`config.mk`:
```
export PLATFORM = sky130hd
export DESIGN_NAME = dsl_sleep_ctrl
export DESIGN_NICKNAME = d
export VERILOG_FILES = /design/src/pkg/dsl_pkg.sv /design/src/logic/dsl_ms_tick.sv /design/src/logic/dsl_ms_timer.sv /design/src/logic/dsl_sleep_ctrl.sv
export SDC_FILE = /design/constraint.sdc
export NUM_CORES = 1
export LEC_CHECK = 0
export ABC_AREA = 1
export BUFFER_PORTS_ARGS = -buffer_cell sky130_fd_sc_hd__buf_2
export CAP_MARGIN = 20
export CORE_ASPECT_RATIO = 0.7
export CORE_MARGIN = 5
export CORE_UTILIZATION = 39
export DETAILED_ROUTE_END_ITERATION = 8
export PLACE_DENSITY = 0.61
export SLEW_MARGIN = 20
export SYNTH_ARGS = -nofsm -noshare
export SYNTH_HDL_FRONTEND = slang
export SYNTH_SLANG_ARGS = --single-unit
```
`constraint.sdc`:
```
create_clock -name clk_i -period 2.5 [get_ports clk_i]
set_input_delay 0.375 -clock clk_i [delete_from_list [all_inputs] [get_ports clk_i]]
set_output_delay 0.375 -clock clk_i [all_outputs]
set_load 0.01 [all_outputs]
```
`src/pkg/dsl_pkg.sv`:
```
/*
 Constants, field layout and state codes for the port device-sleep control block.
 Assumes a 25 MHz controller clock and an 8-bit register byte address.
*/
package dsl_pkg;
	localparam int ADDR_W = 8;
	localparam logic [7:0] SLEEP_CTRL_OFF = 8'h44;
	// Field layout of the sleep control word
	localparam int MULT_LSB = 25;
	localparam int MULT_W = 4;
	localparam int SLEEP_IDLE_TIMEOUT_LSB = 15;
	localparam int SLEEP_IDLE_TIMEOUT_W = 10;
	localparam int MIN_SLEEP_ASSERT_TIME_LSB = 10;
	localparam int MIN_SLEEP_ASSERT_TIME_W = 5;
	localparam int SLEEP_EXIT_TIMEOUT_LSB = 2;
	localparam int SLEEP_EXIT_TIMEOUT_W = 8;
	localparam int DSP_BIT = 1;
	localparam int AGGRESSIVE_SLEEP_ENABLE_BIT = 0;
	// Reset values of the implementation-specific fields
	localparam logic [3:0] MULT_DEF = 4'h0;
	localparam logic [9:0] SLEEP_IDLE_TIMEOUT_DEF = 10'h064;
	localparam logic [4:0] MIN_SLEEP_ASSERT_TIME_DEF = 5'h0A;
	localparam logic [7:0] SLEEP_EXIT_TIMEOUT_DEF = 8'h14;
	// Codes of the interface control and power state
	localparam logic [3:0] ICC_ACTIVE = 4'h1;
	localparam logic [3:0] ICC_DEVSLEEP = 4'h8;
	localparam logic [3:0] IPM_SLUMBER = 4'h6;
	// Timer widths
	localparam int IDLE_W = 14;
	localparam int HOLD_W = 6;
	localparam int EXIT_W = 8;
	// Millisecond time base
	localparam int MS_NS = 1000000;
	localparam int CLK_NS = 40;
	localparam int TICK_CYC = MS_NS / CLK_NS;
	typedef enum logic [2:0] {
		ST_AWAKE = 3'b001,
		ST_SLEEP = 3'b010,
		ST_EXIT = 3'b100
	} dsl_state_e;
endpackage

```
`src/logic/dsl_ms_tick.sv`:
```
/*
 Free-running millisecond prescaler: one-cycle tick every CYCLES clocks.
 Assumes a single clock and a synchronous active-high reset.
*/
`timescale 1ns/100ps
module dsl_ms_tick import dsl_pkg::*; #(
	parameter int CYCLES = TICK_CYC
) (
	input wire logic clk_i,
	input wire logic sys_rst_i,
	output logic tick_o
);
	localparam int CW = $clog2(CYCLES + 1);
	localparam logic [CW-1:0] LAST = CW'(CYCLES - 1);
	localparam logic [CW-1:0] ONE = CW'(1);
	logic [CW-1:0] cnt_reg;
	wire at_last = (cnt_reg == LAST);
	always_ff @(posedge clk_i) begin
		if (sys_rst_i) begin
			cnt_reg <= '0;
			tick_o <= 1'b0;
		end else begin
			cnt_reg <= at_last ? '0 : cnt_reg + ONE;
			tick_o <= at_last;
		end
	end
endmodule

```
`src/logic/dsl_ms_timer.sv`:
```
/*
 Loadable down counter of millisecond ticks; expired while the count is zero.
 Assumes tick_i is a one-cycle pulse from the prescaler.
*/
`timescale 1ns/100ps
module dsl_ms_timer #(
	parameter int W = 8
) (
	input wire logic clk_i,
	input wire logic sys_rst_i,
	input wire logic tick_i,
	input wire logic load_i,
	input wire logic [W-1:0] load_val_i,
	input wire logic run_i,
	output logic [W-1:0] count_o,
	output logic expired_o
);
	localparam logic [W-1:0] ONE = W'(1);
	assign expired_o = (count_o == '0);
	always_ff @(posedge clk_i) begin
		if (sys_rst_i)
			count_o <= '0;
		else if (load_i)
			count_o <= load_val_i;
		else if (run_i && tick_i && !expired_o)
			count_o <= count_o - ONE;
	end
endmodule

```
`src/logic/dsl_sleep_ctrl.sv`:
```
/*
 Per-port device-sleep control: the sleep control register, idle timer,
 minimum assertion hold and exit timeout, driving the sleep sideband signal.
 Assumes capability, port status and vectors arrive synchronous to clk_i,
 and a register master that never needs wait states.
*/
// The strobed register port is this design's own decision.
//
// Overview of operation
// Multiplier field read-only, zero-based, bits 28:25
// Effective timeout is idle field times multiplier+1
// Ten-bit idle timeout field, bits 24:15
// Reload idle timer leaving sleep, enable rising
// Idle field writable only with all three enables
// Software writes idle field only while stopped
// Hold sleep asserted at least minimum time
// Software sets minimum time from device data
// Minimum and exit fields need support and presence
// Software writes those fields before sleep request
// Eight-bit exit timeout field, bits 9:2
// Presence bit read-only, needs sleep support
// Presence never with hot-plug or external port
// Auto sleep after idle timeout when enabled
// Slumber also required when capability demands
// Without enable, sleep only on software request
// Software enables auto sleep only when present
// Auto sleep enable read-only without capabilities
// Any port activity restarts the idle countdown
`timescale 1ns/100ps
module dsl_sleep_ctrl import dsl_pkg::*; #(
	parameter logic [3:0] MULT_INIT = MULT_DEF,
	parameter logic [9:0] SLEEP_IDLE_TIMEOUT_INIT = SLEEP_IDLE_TIMEOUT_DEF,
	parameter logic [4:0] MIN_SLEEP_ASSERT_TIME_INIT = MIN_SLEEP_ASSERT_TIME_DEF,
	parameter logic [7:0] SLEEP_EXIT_TIMEOUT_INIT = SLEEP_EXIT_TIMEOUT_DEF,
	parameter int TICK_CYCLES = TICK_CYC
) (
	input wire logic clk_i,
	input wire logic sys_rst_i,
	input wire logic [ADDR_W-1:0] reg_addr_i,
	input wire logic [31:0] reg_wdata_i,
	input wire logic reg_wr_i,
	input wire logic reg_rd_i,
	output logic [31:0] reg_rdata_o,
	input wire logic sleep_supported_cap_i,
	input wire logic aggressive_sleep_mgmt_cap_i,
	input wire logic sleep_only_from_slumber_cap_i,
	input wire logic platform_sleep_support_i,
	input wire logic hot_plug_capable_port_i,
	input wire logic external_port_i,
	input wire logic command_engine_start_i,
	input wire logic [3:0] interface_comm_control_i,
	input wire logic interface_comm_control_wr_i,
	input wire logic [31:0] command_issue_vector_i,
	input wire logic [31:0] active_tag_vector_i,
	input wire logic [3:0] interface_power_state_i,
	output logic dev_sleep_o,
	output logic sleep_exit_pending_o
);
	// ==========================================================
	// Effective idle limit
	// ==========================================================
	function automatic logic [IDLE_W-1:0] eff_limit(input logic [SLEEP_IDLE_TIMEOUT_W-1:0] t, input logic [MULT_W-1:0] m);
		logic [SLEEP_IDLE_TIMEOUT_W+MULT_W:0] p;
		p = {5'h00, t} * {11'h000, m} + {5'h00, t};
		return p[IDLE_W-1:0];
	endfunction

	// ==========================================================
	// Register storage and access enables
	// ==========================================================
	logic [SLEEP_IDLE_TIMEOUT_W-1:0] sleep_idle_timeout_reg;
	logic [MIN_SLEEP_ASSERT_TIME_W-1:0] min_sleep_assert_time_reg;
	logic [SLEEP_EXIT_TIMEOUT_W-1:0] sleep_exit_timeout_reg;
	logic aggressive_sleep_enable_reg;
	logic aggressive_sleep_enable_prev_reg;
	dsl_state_e state_reg;
	dsl_state_e state_next;

	wire [MULT_W-1:0] mult_val = MULT_INIT;
	wire dsp = platform_sleep_support_i & sleep_supported_cap_i
		& ~hot_plug_capable_port_i & ~external_port_i;
	wire auto_en = sleep_supported_cap_i & aggressive_sleep_mgmt_cap_i & dsp;
	wire timing_en = sleep_supported_cap_i & dsp;
	wire reg_hit = (reg_addr_i == SLEEP_CTRL_OFF);
	wire wr_hit = reg_wr_i & reg_hit;
	wire rd_hit = reg_rd_i & reg_hit;

	wire [SLEEP_IDLE_TIMEOUT_W-1:0] sleep_idle_timeout_eff = auto_en ? sleep_idle_timeout_reg : '0;
	wire [MIN_SLEEP_ASSERT_TIME_W-1:0] min_sleep_assert_time_eff = timing_en ? min_sleep_assert_time_reg : '0;
	wire [SLEEP_EXIT_TIMEOUT_W-1:0] sleep_exit_timeout_eff = timing_en ? sleep_exit_timeout_reg : '0;
	wire aggressive_sleep_enable_eff = auto_en & aggressive_sleep_enable_reg;

	wire [31:0] rd_word = {3'h0, mult_val, sleep_idle_timeout_eff, min_sleep_assert_time_eff, sleep_exit_timeout_eff, dsp, aggressive_sleep_enable_eff};

	always_ff @(posedge clk_i) begin
		if (sys_rst_i) begin
			sleep_idle_timeout_reg <= SLEEP_IDLE_TIMEOUT_INIT;
			min_sleep_assert_time_reg <= MIN_SLEEP_ASSERT_TIME_INIT;
			sleep_exit_timeout_reg <= SLEEP_EXIT_TIMEOUT_INIT;
		end else begin
			if (wr_hit && auto_en)
				sleep_idle_timeout_reg <= reg_wdata_i[SLEEP_IDLE_TIMEOUT_LSB +: SLEEP_IDLE_TIMEOUT_W];
			if (wr_hit && timing_en) begin
				min_sleep_assert_time_reg <= reg_wdata_i[MIN_SLEEP_ASSERT_TIME_LSB +: MIN_SLEEP_ASSERT_TIME_W];
				sleep_exit_timeout_reg <= reg_wdata_i[SLEEP_EXIT_TIMEOUT_LSB +: SLEEP_EXIT_TIMEOUT_W];
			end
		end
	end

	always_ff @(posedge clk_i) begin
		if (sys_rst_i || !auto_en)
			aggressive_sleep_enable_reg <= 1'b0;
		else if (wr_hit)
			aggressive_sleep_enable_reg <= reg_wdata_i[AGGRESSIVE_SLEEP_ENABLE_BIT];
	end

	always_ff @(posedge clk_i) begin
		if (sys_rst_i)
			reg_rdata_o <= '0;
		else
			reg_rdata_o <= rd_hit ? rd_word : '0;
	end

	// ==========================================================
	// Port activity and sleep conditions
	// ==========================================================
	wire port_busy = (command_issue_vector_i != '0) | (active_tag_vector_i != '0);
	wire slumber_ok = ~sleep_only_from_slumber_cap_i | (interface_power_state_i == IPM_SLUMBER);
	wire sw_sleep = interface_comm_control_wr_i & (interface_comm_control_i == ICC_DEVSLEEP);
	wire sw_wake = interface_comm_control_wr_i & (interface_comm_control_i == ICC_ACTIVE);
	wire aggressive_sleep_enable_rise = aggressive_sleep_enable_eff & ~aggressive_sleep_enable_prev_reg;

	always_ff @(posedge clk_i) begin
		if (sys_rst_i)
			aggressive_sleep_enable_prev_reg <= 1'b0;
		else
			aggressive_sleep_enable_prev_reg <= aggressive_sleep_enable_eff;
	end

	// ==========================================================
	// Timers
	// ==========================================================
	logic tick;
	logic [IDLE_W-1:0] idle_cnt;
	logic idle_done;
	logic [HOLD_W-1:0] hold_cnt;
	logic hold_done;
	logic [EXIT_W-1:0] exit_cnt;
	logic exit_done;

	wire in_awake = (state_reg == ST_AWAKE);
	wire in_sleep = (state_reg == ST_SLEEP);
	wire in_exit = (state_reg == ST_EXIT);
	wire [IDLE_W-1:0] idle_limit = eff_limit(sleep_idle_timeout_eff, mult_val);
	wire leave_sleep = in_sleep & (state_next == ST_EXIT);
	wire enter_sleep = in_awake & (state_next == ST_SLEEP);
	wire idle_load = port_busy | leave_sleep | aggressive_sleep_enable_rise;
	wire idle_run = in_awake & aggressive_sleep_enable_eff & ~port_busy;
	wire auto_go = aggressive_sleep_enable_eff & ~port_busy & slumber_ok & idle_done & ~aggressive_sleep_enable_rise;
	wire [HOLD_W-1:0] hold_load_val = {1'b0, min_sleep_assert_time_eff} + 6'h01;
	wire wake_req = port_busy | sw_wake;

	dsl_ms_tick #(.CYCLES(TICK_CYCLES)) u_tick (
		.clk_i(clk_i),
		.sys_rst_i(sys_rst_i),
		.tick_o(tick)
	);

	dsl_ms_timer #(.W(IDLE_W)) u_idle (
		.clk_i(clk_i),
		.sys_rst_i(sys_rst_i),
		.tick_i(tick),
		.load_i(idle_load),
		.load_val_i(idle_limit),
		.run_i(idle_run),
		.count_o(idle_cnt),
		.expired_o(idle_done)
	);

	// One extra tick makes the free-running prescaler give at least the full time
	dsl_ms_timer #(.W(HOLD_W)) u_hold (
		.clk_i(clk_i),
		.sys_rst_i(sys_rst_i),
		.tick_i(tick),
		.load_i(enter_sleep),
		.load_val_i(hold_load_val),
		.run_i(in_sleep),
		.count_o(hold_cnt),
		.expired_o(hold_done)
	);

	dsl_ms_timer #(.W(EXIT_W)) u_exit (
		.clk_i(clk_i),
		.sys_rst_i(sys_rst_i),
		.tick_i(tick),
		.load_i(leave_sleep),
		.load_val_i(sleep_exit_timeout_eff),
		.run_i(in_exit),
		.count_o(exit_cnt),
		.expired_o(exit_done)
	);

	// ==========================================================
	// Sleep state machine
	// ==========================================================
	always_comb begin
		state_next = state_reg;
		unique case (state_reg)
			ST_AWAKE: begin
				if (sw_sleep || auto_go)
					state_next = ST_SLEEP;
			end
			ST_SLEEP: begin
				if (wake_req && hold_done)
					state_next = ST_EXIT;
			end
			ST_EXIT: begin
				if (exit_done)
					state_next = ST_AWAKE;
			end
			default: state_next = ST_AWAKE;
		endcase
	end

	always_ff @(posedge clk_i) begin
		if (sys_rst_i)
			state_reg <= ST_AWAKE;
		else
			state_reg <= state_next;
	end

	assign dev_sleep_o = in_sleep;
	assign sleep_exit_pending_o = in_exit;

	logic [HOLD_W-1:0] held_ms_reg;
	always_ff @(posedge clk_i) begin
		if (sys_rst_i || !in_sleep)
			held_ms_reg <= '0;
		else if (tick && held_ms_reg != '1)
			held_ms_reg <= held_ms_reg + 6'h01;
	end
endmodule

```
Word-level counts from Yosys, hierarchy flattened
Index checks and enable logic that the tools add are counted.
{"block": "totals", "regBits": 104, "output_inout_bits": 34, "wordCells": 100}
{"block": "classes", "n_addsub": 5, "eq_ne": 10, "mux": 13, "bitwise_logic": 32, "n_reduce_logical": 26}
{"operator": "$reduce_bool A32 Y1", "count": 2}
{"operator": "$mux W10", "count": 3}
{"operator": "$mux W8", "count": 3}
{"operator": "$and A1 B1 Y1", "count": 20}
{"operator": "$add A15 B1 Y15 const B", "count": 1}
{"operator": "$eq A15 B15 Y1 const B", "count": 1}
{"operator": "$logic_not A14 Y1", "count": 1}
{"operator": "$sub A14 B1 Y14 const B", "count": 1}
{"operator": "$mux W6", "count": 2}
{"operator": "$logic_and A1 B1 Y1", "count": 9}
{"operator": "$mux W3", "count": 3}
{"operator": "$pmux W3 S3", "count": 1}
{"operator": "$eq A8 B7 Y1 const B", "count": 1}
{"operator": "$logic_not A8 Y1", "count": 1}
{"operator": "$sub A8 B1 Y8 const B", "count": 1}
{"operator": "$not A1 Y1", "count": 7}
{"operator": "$add A5 B1 Y6 const B", "count": 1}
{"operator": "$eq A3 B2 Y1 const B", "count": 2}
{"operator": "$eq A3 B3 Y1 const B", "count": 2}
{"operator": "$logic_not A6 Y1", "count": 1}
{"operator": "$reduce_bool A2 Y1", "count": 3}
{"operator": "$reduce_or A2 Y1", "count": 3}
{"operator": "$sub A6 B1 Y6 const B", "count": 1}
{"operator": "$mux W5", "count": 1}
{"operator": "7 further kinds", "count": 15}

Longest topological paths before layout
Gate-level depths: netlist of run 1.
{"block": "depth", "ltp_word": 17, "depth_mapped": 13}

Cells and area by module
A second synthesis of run 1 with hierarchy kept.
{"block": "unflattened", "cells_unflattened": 778, "hier_area_um2": 5280.1}
{"module": "dsl_sleep_ctrl", "n_inst": 1, "cells_each": 327, "area_per_inst_um2": 2368.5, "seq_area_each_um2": 1061.0}
{"module": "dsl_ms_timer at u_idle", "n_inst": 1, "cells_each": 159, "area_per_inst_um2": 1051.0, "seq_area_each_um2": 280.3}
{"module": "dsl_ms_tick", "n_inst": 1, "cells_each": 118, "area_per_inst_um2": 809.5, "seq_area_each_um2": 320.3}
{"module": "dsl_ms_timer at u_exit", "n_inst": 1, "cells_each": 104, "area_per_inst_um2": 599.3, "seq_area_each_um2": 160.2}
{"module": "dsl_ms_timer at u_hold", "n_inst": 1, "cells_each": 70, "area_per_inst_um2": 451.7, "seq_area_each_um2": 120.1}

Worst setup path before layout of run 1
Ideal clock, no wire load.
{"block": "synth_timing", "path_kind": "input port to flip-flop", "start": "in external_port_i", "end": "reg u_hold.count_o[4]", "arrival_time_ns": 1.767, "required_ns": 2.436, "slack_ns": 0.669, "stages": 13, "n_path_buf": 0, "path_cell_list": "nor2_2 nand3_4 inv_1 nand2_1 inv_1 ha_1 inv_1 nor3_1 xnor2_1 nand3_1 nand2_1 nor2_1 nor2_1"}
{"block": "synth_via", "elab_cells_between_ends": 20}
{"item": "start, declared", "line": "dsl_sleep_ctrl.sv:49", "text": "input wire logic external_port_i,"}
{"item": "$not A1 Y1", "line": "dsl_sleep_ctrl.sv:81", "text": "& ~hot_plug_capable_port_i & ~external_port_i;"}
{"item": "$and A1 B1 Y1", "line": "dsl_sleep_ctrl.sv:81"}
{"item": "$and A1 B1 Y1", "line": "dsl_sleep_ctrl.sv:83", "text": "wire timing_en = sleep_supported_cap_i & dsp;"}
{"item": "$mux W5", "line": "dsl_sleep_ctrl.sv:89", "text": "wire [MIN_SLEEP_ASSERT_TIME_W-1:0] min_sleep_assert_time_eff = timing_en ? min_sleep_assert_time_reg : '0;"}
{"item": "via min_sleep_assert_time_eff[0]", "line": "dsl_sleep_ctrl.sv:89"}
{"item": "$add A5 B1 Y6", "line": "dsl_sleep_ctrl.sv:160", "text": "wire [HOLD_W-1:0] hold_load_val = {1'b0, min_sleep_assert_time_eff} + 6'h01;"}
{"item": "$mux W6", "line": "dsl_ms_timer.sv:23", "text": "else if (load_i)"}
{"item": "end signal, assigned", "line": "dsl_ms_timer.sv:24", "text": "count_o <= load_val_i;"}
{"item": "end signal, assigned", "line": "dsl_ms_timer.sv:26", "text": "count_o <= count_o - ONE;"}
{"item": "end, declared", "line": "dsl_ms_timer.sv:15", "text": "output logic [W-1:0] count_o,"}
The timed path passes the listed nets, and every way through them passes these cells.
A chain may end at the register's enable or synchronous reset.

Worst setup path after layout of run 1
{"block": "layout_timing", "start": "reg u_hold.count_o[0]", "end": "reg u_idle.count_o[12]"}
{"block": "layout_via", "elab_chain_len": 9}
{"item": "$logic_not A6 Y1", "line": "dsl_ms_timer.sv:19", "text": "assign expired_o = (count_o == '0);"}
{"item": "$logic_and A1 B1 Y1", "line": "dsl_sleep_ctrl.sv:214", "text": "if (wake_req && hold_done)"}
{"item": "$mux W3", "line": "dsl_sleep_ctrl.sv:214"}
{"item": "$pmux W3 S3", "line": "dsl_sleep_ctrl.sv:208", "text": "unique case (state_reg)"}
{"item": "$eq A3 B3 Y1", "line": "dsl_sleep_ctrl.sv:155", "text": "wire leave_sleep = in_sleep & (state_next == ST_EXIT);"}
{"item": "$and A1 B1 Y1", "line": "dsl_sleep_ctrl.sv:155"}
{"item": "$or A1 B1 Y1 (2 in a row)", "line": "dsl_sleep_ctrl.sv:157", "text": "wire idle_load = port_busy | leave_sleep | aggressive_sleep_enable_rise;"}
{"item": "$reduce_or A2 Y1 (no line)"}
{"item": "end signal, assigned", "line": "dsl_ms_timer.sv:24"}
{"item": "end signal, assigned", "line": "dsl_ms_timer.sv:26"}
{"item": "end, declared", "line": "dsl_ms_timer.sv:15"}
No other way between the ends.

==> key figures, run 1 <==
Run status
  • Status: completed

Global routing
  • Antenna violations before repair: 0
  • GRT Residual Overflow: 0
  • Largest net degree at the start of global routing: 41
  • GRT Total Usage: 17.9%
  • Vias in the first global route: 4527
  • First-pass GRT wire length: 21200 um

Cells and area
  • Share of cells above drive strength 1: 22.2%
  • Finished Cell Area: 5990 um2
  • Max reg flops: 25
  • Util after Layout: 48.9%
  • Nets: 962
  • Commonest non-fill, non-tap cell in the layout: buf_2
  • Most frequent cells in the layout: buf_2 (141), nor2_1 (135), nand2_1 (125)
  • Area of the multi-input gates: 2450 um2
  • Synth-to-layout area growth: 24.3%
  • Diode count: 0
  • Fillers: 1271
  • Register area: 1940 um2

Power
  • Comb power frac: 6.4%
  • Pwr Total: 0.00318 W
  • Switch share: 22.5%
  • NetSw: 0.000715 W
  • Sequential share of power: 49.0%
  • P_int: 0.00246 W
  • Clock Power Share: 44.6%
  • Static Leak: 2.71 nW
  • Cell Pwr Density: 530 nW/um2
  • Peak supply drop: 0.000320 V

Place
  • Dpl hpwl: 10300 um
  • Post-DP Area: 5690 um2
  • Placer Congestion: 0.900
  • IO buf count: 141

Floorplanning
  • Initial Utilization: 39.3%
  • Row count: 34
  • Core box area: 12300 um2
  • Die Area: 14700 um2
  • Die Wd: 143 um
  • DIE HEIGHT: 103 um
  • I/O pin count: 158

Timing
  • Slew HR: 64.1%
  • Max Slew Vio Count: 0
  • Skew final: 0.00474 ns
  • Tmin final: 2.21 ns
  • RSZ-0062 raised after global routing: no
  • Worst Tran Pin Value: 0.537 ns
  • Final setup fails: 0
  • TNS Setup: 0 ns
  • F_max: 452 MHz
  • Hold Vio Cnt, Final: 0
  • Final Cycle Share: 88.5%

CTS
  • Clock sinks: 97
  • Htree depth: 3
  • CTS buffer count: 9
  • CTS tree: yes
  • Root Driver: clkbuf_16
  • CTS clk-pin slew, worst paths: 0.07 ns
  • Worst skew pair latency: 0.34 ns
  • Clk buf depth: 2
  • Post-CTS setup buffer count: 0
  • Hold_buf cts: 0
  • Post-cts resize count: 0

Worst hold path
  • Min-delay worst type: in -> reg

Synthesis
  • Sequential fraction of the synthesis area: 40.3%
  • Number of library cell types mapped by synthesis: 39
  • Post-synth ARST share: 0%
  • Top cells by area, synth: dfxtp_1 (40%), nor2_1 (11%), nand2_1 (9.7%), inv_1 (6.5%), a21oi_1 (4.3%)
  • Yosys Warn Count: 0
  • Share of the synthesized area in the top cell type: 40.3%
  • Register bit total from synthesis: 97
  • Avg Synthesized Cell Area: 7.00 um2
  • Post-synth top area cell: dfxtp_1
  • Primary FF master, synth: dfxtp_1
  • Number of enable flip-flop cells after synthesis: 0
  • Syn Inst Count: 688
  • Synthesized area: 4820 um2

Detailed routing
  • Via/cell ratio: 4.80
  • DRC: 0
  • Total wire length: 13100 um
  • Post-DRT Antenna Nets: 0
  • Initial DRC count: 223
  • Total number of vias: 4793
  • Routed wire length per instance: 13.1 um
  • 1st-pass router iterations: 5

Critical path
  • CP arrival: 2.45 ns
  • Crit path launch type: flop
  • WS Path Type: reg -> reg
  • CP endpoint kind: flop
  • WP data required: 2.73 ns
  • Max FO, Critical Path: 9

Job
  • Max-Cap Viols: 0
-- critical path, cell delays in order (launching register included) --
cell and delay (ns):
dfxtp_1 0.30, inv_1 0.10, ha_1 0.22, nand3_1 0.13, nor3_1 0.34, nand3_1 0.20, nand2_1 0.31, buf_4 0.23
nor2_1 0.05, inv_1 0.15, nor3_1 0.08
-- cell type report --
class	instances	area share (%)
clock buffer	11	4.05
multi-input combinational	487	40.8
timing repair buffer	149	12.8
inverter	87	5.49
sequential	97	32.4
tap	162	3.38
clock inverter	5	1.02
-- worst paths after layout --
check | startpoint | endpoint | slack [ns] | depth (start not counted)
setup / recovery | u_hold.count_o[0] | u_idle.count_o[12] | 0.29 | 10
hold / removal | reg_wdata_i[13] | min_sleep_assert_time_reg[3] | 0.24 | 3
setup reg to reg | u_hold.count_o[0] | u_idle.count_o[12] | 0.29 | 10
hold reg to reg | sleep_idle_timeout_reg[4] | sleep_idle_timeout_reg[4] | 0.45 | 2
-- per-layer routing --
layer  vias up  global-route usage (%)  share of wire, %
li1       2476                       -                 -
met1      2229                    24.4                48
met2        76                    29.3                47
met3        12                    3.48               4.0
met4         0                    4.31              0.99
met5         -                       0                 0
-- metrics by stage --
| step | setup WS, ns | cells | hold WS [ns] |
|---|---|---|---|
| floorplan | 0.669 | 694 | 0.418 |
| global placement | 0.188 | 982 | 0.431 |
| detailed placement | 0.187 | 982 | 0.437 |
| CTS | 0.311 | 998 | 0.237 |
| global route | 0.147 | 998 | 0.249 |
| finish | 0.287 | 998 | 0.243 |
-- power by group through the flow --
stage	clock network (W)	logic [W]	registers [W]
floorplan	0	0.000101	0.00159
global placement	0	0.000199	0.00159
detailed placement	0	0.000203	0.00159
CTS	0.00145	0.000205	0.00156
global route	0.00151	0.000231	0.00156
finish	0.00142	0.000204	0.00156
-- kinds of logic after synthesis --
kind of cell               Yosys count  share of synthesized area [%]
and+or+nand+nor                    362                           34.1
other                                1                         0.0778
AOI/OAI and AO/OA                   90                           10.5
adders and majority gates            7                           1.82
DFF                                 97                           40.3
buffers and inverters              110                           9.40
xor gates and xnor gates            21                           3.82
-- synthesized netlist by cell type, types with 2 or more instances --
cell type,count
dfxtp_1,97
a31oi_1,2
o21ai_1,3
nor2_8,2
inv_1,83
nor2_4,3
xor2_1,17
o31ai_1,2
a21oi_1,41
ha_1,7
o21ai_0,29
nor4_1,10
or2_2,3
nand4_1,8
nor2_2,4
and3_1,2
o221ai_1,4
nand2_1,125
inv_2,3
o211ai_1,7
nand3b_1,6
clkbuf_1,12
xnor2_1,4
nor2_1,135
nor3_1,16
buf_4,7
buf_2,3
nand3_1,38
nor3b_1,5
Note: power is estimated with default switching activity, not from simulation.
==> run 2: changes to the inputs <==
--- a/config.mk
+++ b/config.mk
@@ -10,9 +10,9 @@
 export CAP_MARGIN = 20
 export CORE_ASPECT_RATIO = 0.7
 export CORE_MARGIN = 5
-export CORE_UTILIZATION = 39
+export CORE_UTILIZATION = 40
 export DETAILED_ROUTE_END_ITERATION = 8
-export PLACE_DENSITY = 0.61
+export PLACE_DENSITY = 0.63
 export SLEW_MARGIN = 20
 export SYNTH_ARGS = -nofsm -noshare
 export SYNTH_HDL_FRONTEND = slang
==> key figures, run 2 (synthesis gave the netlist of run 1 again) <==
Run status
  • Status: completed

Detailed routing
  • 1st-pass router iterations: 5
  • Total wire length: 12900 um
  • DRC: 0
  • Total number of vias: 4719
  • Initial DRC count: 270
  • Routed wire length per instance: 13.0 um
  • Post-DRT Antenna Nets: 0
  • Via/cell ratio: 4.76

Timing
  • Worst Tran Pin Value: 0.650 ns
  • TNS Setup: 0 ns
  • Tmin final: 2.13 ns
  • RSZ-0062 raised after global routing: no
  • Final Cycle Share: 85.1%
  • Final setup fails: 0
  • F_max: 470 MHz
  • Hold Vio Cnt, Final: 0
  • Skew final: 0.00613 ns
  • Slew HR: 56.3%
  • Max Slew Vio Count: 0

Place
  • IO buf count: 141
  • Placer Congestion: 0.911
  • Post-DP Area: 5680 um2
  • Dpl hpwl: 10000 um

Critical path
  • Slowest CP cell: dfxtp_1
  • Max FO, Critical Path: 12
  • Crit path launch type: flop
  • WS Path Type: reg -> reg
  • Top cell by count, worst path: nor2_1
  • CP arrival: 2.37 ns
  • CP cell instances: inv_1 -> ha_1 -> nand4_1 -> nor2_1 -> nand3_1 -> o21bai_4 -> nand2_4 -> nand2_1 -> inv_1 -> nor2_1 -> nor2_1
  • Crit-path leading delay family: simple AND/OR/NAND/NOR gates
  • WP data required: 2.74 ns
  • FF-to-FF path depth: 11
  • WP depth: 11
  • Buf+Inv Stages, Crit Path: 2
  • Slowest stage delay, CP: 0.35 ns
  • CP endpoint kind: flop

CTS
  • Root Driver: clkbuf_16
  • CTS buffer count: 9
  • Hold_buf cts: 0
  • Post-cts resize count: 0
  • CTS clk-pin slew, worst paths: 0.07 ns
  • Htree depth: 3
  • Clk buf depth: 2
  • Clock sinks: 97
  • Worst skew pair latency: 0.34 ns
  • Post-CTS setup buffer count: 0
  • CTS tree: yes

Power
  • Static Leak: 2.71 nW
  • Cell Pwr Density: 530 nW/um2
  • P_int: 0.00248 W
  • Switch share: 21.9%
  • Pwr Total: 0.00317 W
  • Sequential share of power: 49.1%
  • Comb power frac: 6.4%
  • NetSw: 0.000694 W
  • Peak supply drop: 0.000339 V
  • Clock Power Share: 44.5%

Cells and area
  • Synth-to-layout area growth: 24.2%
  • Most frequent cells in the layout: buf_2 (141), nor2_1 (135), nand2_1 (125)
  • Share of cells above drive strength 1: 22.3%
  • Nets: 962
  • Max reg flops: 25
  • Finished Cell Area: 5980 um2
  • Diode count: 0
  • Commonest non-fill, non-tap cell in the layout: buf_2

Global routing
  • Most used routing layer: met2
  • Antenna violations before repair: 0
  • Met2 Use GR: 29.1%
  • First-pass GRT wire length: 21200 um
  • Largest net degree at the start of global routing: 41
  • GRT Total Usage: 18.1%
  • M3 GR Usage: 3.93%
  • Vias in the first global route: 4521
  • GRT Residual Overflow: 0
  • GR Layer Usage met1: 25.2%

Worst hold path
  • Min-delay worst type: in -> reg
  • Worst Hold Depth: 3

Floorplanning
  • DIE HEIGHT: 102 um
  • Initial Utilization: 40.9%
  • Die Area: 14400 um2
  • I/O pin count: 158
  • Core box area: 11800 um2
  • Row count: 33
  • Die Wd: 141 um

Job
  • Max-Cap Viols: 0
## run 2: cell count changes in the layout (fill, tap and decap cells not counted), sizes merged
cell	change
inv	-1
clkinvlp	+1
clkinv	-1
## run 2: layer usage
layer / vias to the layer above / wire (um) / part of all wire (%)
met4: 0 / 93 / 0.72
met3: 11 / 717 / 5.6
met2: 105 / 5820 / 45
met5: - / 0 / 0
li1: 2471 / - / -
met1: 2132 / 6230 / 48
## run 2: final timing paths
path | startpoint | endpoint | slack [ns]
worst min-delay path | reg_wdata_i[13] | min_sleep_assert_time_reg[3] | 0.25
worst max register to register | u_idle.count_o[0] | u_hold.count_o[2] | 0.37
worst max-delay path | u_idle.count_o[0] | u_hold.count_o[2] | 0.37
worst min register to register | u_tick.cnt_reg[0] | u_tick.cnt_reg[0] | 0.45
## run 2: layout make-up
cell class | count | area, um2
Tap cell | 157 | 196
Clock inverter | 4 | 51.3
Inverter | 87 | 329
Fill cell | 1208 | 5780
Multi-Input combinational cell | 487 | 2450
Clock buffer | 11 | 253
Sequential cell | 97 | 1940
Timing Repair Buffer | 149 | 766
## run 2: worst reg2reg max path, cell delays in order (launching register included)
cell      delay (ns)
dfxtp_1         0.35
inv_1           0.13
ha_1            0.22
nand4_1         0.12
nor2_1          0.23
nand3_1         0.17
o21bai_4        0.30
nand2_4         0.15
nand2_1         0.11
inv_1           0.07
nor2_1          0.11
nor2_1          0.05
## run 2: power by group through the flow
| stage | clock network, W | registers, W | logic, W |
|---|---|---|---|
| floorplan | 0 | 0.00159 | 0.000101 |
| global placement | 0 | 0.00159 | 0.000199 |
| detailed placement | 0 | 0.00159 | 0.000204 |
| CTS | 0.00144 | 0.00156 | 0.000206 |
| global route | 0.00150 | 0.00156 | 0.000232 |
| finish | 0.00141 | 0.00156 | 0.000204 |
## run 2: stage by stage
stage	setup slack [ns]	hold WS, ns	util [%]	instances
finish	0.373	0.246	50.8	992
global route	0.225	0.269	50.8	992
CTS	0.404	0.241	50.8	992
detailed placement	0.287	0.442	48.3	977
global placement	0.321	0.433	48.3	977
floorplan	0.669	0.418	-	694
==> run 3: changes to the inputs <==
--- a/config.mk
+++ b/config.mk
@@ -8,11 +8,13 @@
 export ABC_AREA = 1
 export BUFFER_PORTS_ARGS = -buffer_cell sky130_fd_sc_hd__buf_2
 export CAP_MARGIN = 20
+export CELL_PAD_IN_SITES_DETAIL_PLACEMENT = 1
+export CELL_PAD_IN_SITES_GLOBAL_PLACEMENT = 1
 export CORE_ASPECT_RATIO = 0.7
 export CORE_MARGIN = 5
-export CORE_UTILIZATION = 40
+export CORE_UTILIZATION = 35
 export DETAILED_ROUTE_END_ITERATION = 8
-export PLACE_DENSITY = 0.63
+export PLACE_DENSITY = 0.77
 export SLEW_MARGIN = 20
 export SYNTH_ARGS = -nofsm -noshare
 export SYNTH_HDL_FRONTEND = slang
==> key figures, run 3 (synthesis gave the netlist of run 1 again) <==
Cells and area
  • Synth-to-layout area growth: 25.3%
  • Commonest non-fill, non-tap cell in the layout: buf_2
  • Most frequent cells in the layout: buf_2 (141), nor2_1 (135), nand2_1 (125)
  • Max reg flops: 25
  • Diode count: 0
  • Nets: 963
  • Fillers: 1797
  • Share of cells above drive strength 1: 22.4%

CTS
  • CTS clk-pin slew, worst paths: 0.07 ns
  • Clock sinks: 97
  • CTS tree: yes
  • Htree depth: 3
  • Post-cts resize count: 0
  • Clk buf depth: 2
  • Root Driver: clkbuf_16
  • CTS buffer count: 9
  • Worst skew pair latency: 0.35 ns
  • Post-CTS setup buffer count: 0
  • Hold_buf cts: 0

Timing
  • Slew HR: 66.8%
  • Tmin final: 2.04 ns
  • Hold Vio Cnt, Final: 0
  • TNS Setup: 0 ns
  • Final Cycle Share: 81.6%
  • RSZ-0062 raised after global routing: no
  • Skew final: 0.00696 ns
  • Final setup fails: 0
  • Max Slew Vio Count: 0
  • F_max: 490 MHz
  • Worst Tran Pin Value: 0.494 ns

Job
  • Max-Cap Viols: 0

Power
  • Static Leak: 2.71 nW
  • Pwr Total: 0.00327 W
  • Cell Pwr Density: 542 nW/um2
  • Peak supply drop: 0.000334 V

Critical path
  • CP endpoint kind: flop
  • CP arrival: 2.27 ns
  • WS Path Type: reg -> reg
  • WP data required: 2.73 ns
  • Max FO, Critical Path: 8
  • Crit path launch type: flop

Floorplanning
  • Die Area: 16300 um2
  • DIE HEIGHT: 108 um
  • Initial Utilization: 36.2%
  • Die Wd: 150 um
  • Row count: 35
  • I/O pin count: 158
  • Core box area: 13300 um2

Detailed routing
  • 1st-pass router iterations: 4
  • Post-DRT Antenna Nets: 0
  • Total wire length: 15400 um
  • DRC: 0
  • Initial DRC count: 215
  • Total number of vias: 4898
  • Via/cell ratio: 4.80
  • Routed wire length per instance: 15.1 um

Global routing
  • Vias in the first global route: 5351
  • GRT Total Usage: 19.3%
  • Largest net degree at the start of global routing: 41
  • Antenna violations before repair: 0
  • First-pass GRT wire length: 25200 um
  • GRT Residual Overflow: 0

Place
  • Dpl hpwl: 12300 um
  • Placer Congestion: 0.845
  • IO buf count: 141

Worst hold path
  • Min-delay worst type: in -> reg

Run status
  • Status: completed
[run 3: cell types whose count changed in the layout (fill, tap and decap cells not counted), sizes merged]
cell and change:
buf +1, bufinv +1, clkbuf -2, clkinvlp +1
[run 3: layer usage]
metal / part of all wire, % / global-route usage (%) / vias up
li1: - / - / 2476
met1: 43 / 22.8 / 2336
met2: 52 / 35.9 / 71
met3: 3.5 / 3.98 / 15
met4: 1.0 / 4.57 / 0
met5: 0 / 0 / -
[run 3: worst max-delay path, stage by stage (launching register included)]
cell and delay [ns]:
dfxtp_1 0.31, inv_1 0.13, ha_1 0.18, nand3_1 0.07, o21ai_0 0.31, nor2_1 0.12
inv_1 0.23, nand2_1 0.27, o21ai_0 0.25, a21oi_1 0.06
[run 3: layout make-up]
| cell class | count | area [um2] | area share [%] |
|---|---|---|---|
| timing repair buffer | 150 | 773 | 12.8 |
| multi-input combinational | 487 | 2450 | 40.5 |
| tap | 185 | 231 | 3.83 |
| sequential | 97 | 1940 | 32.2 |
| inverter | 87 | 329 | 5.45 |
| clock buffer | 9 | 225 | 3.73 |
| clock inverter | 6 | 92.6 | 1.53 |
[run 3: path summary, 6_finish.rpt]
kind                                  start  slack (ns)  cells after the start                   endpoint
setup / recovery          u_exit.count_o[0]        0.46                      9          u_exit.count_o[7]
setup reg to reg          u_exit.count_o[0]        0.46                      9          u_exit.count_o[7]
hold / removal               reg_wdata_i[4]        0.25                      3  sleep_exit_timeout_reg[2]
hold reg to reg   sleep_idle_timeout_reg[7]        0.45                      2  sleep_idle_timeout_reg[7]
[run 3: per-stage QoR]
| stage | instance area (um2) | setup slack (ns) | hold WS, ns | cells | util [%] |
|---|---|---|---|---|---|
| finish | 6040 | 0.459 | 0.246 | 1021 | 45.4 |
| CTS | 6040 | 0.434 | 0.235 | 1021 | 45.4 |
| global placement | 5720 | 0.337 | 0.427 | 1006 | 43.0 |
| global route | 6040 | 0.252 | 0.238 | 1021 | 45.4 |
| detailed placement | 5720 | 0.229 | 0.442 | 1006 | 43.0 |
| floorplan | 4840 | 0.669 | 0.418 | 694 | - |
[run 3: report_power, final]
part           total [W]  switching (W)  internal, W
clock            0.00150       0.000627     0.000877
sequential       0.00156     0.00000578      0.00155
combinational   0.000212       0.000113    0.0000994
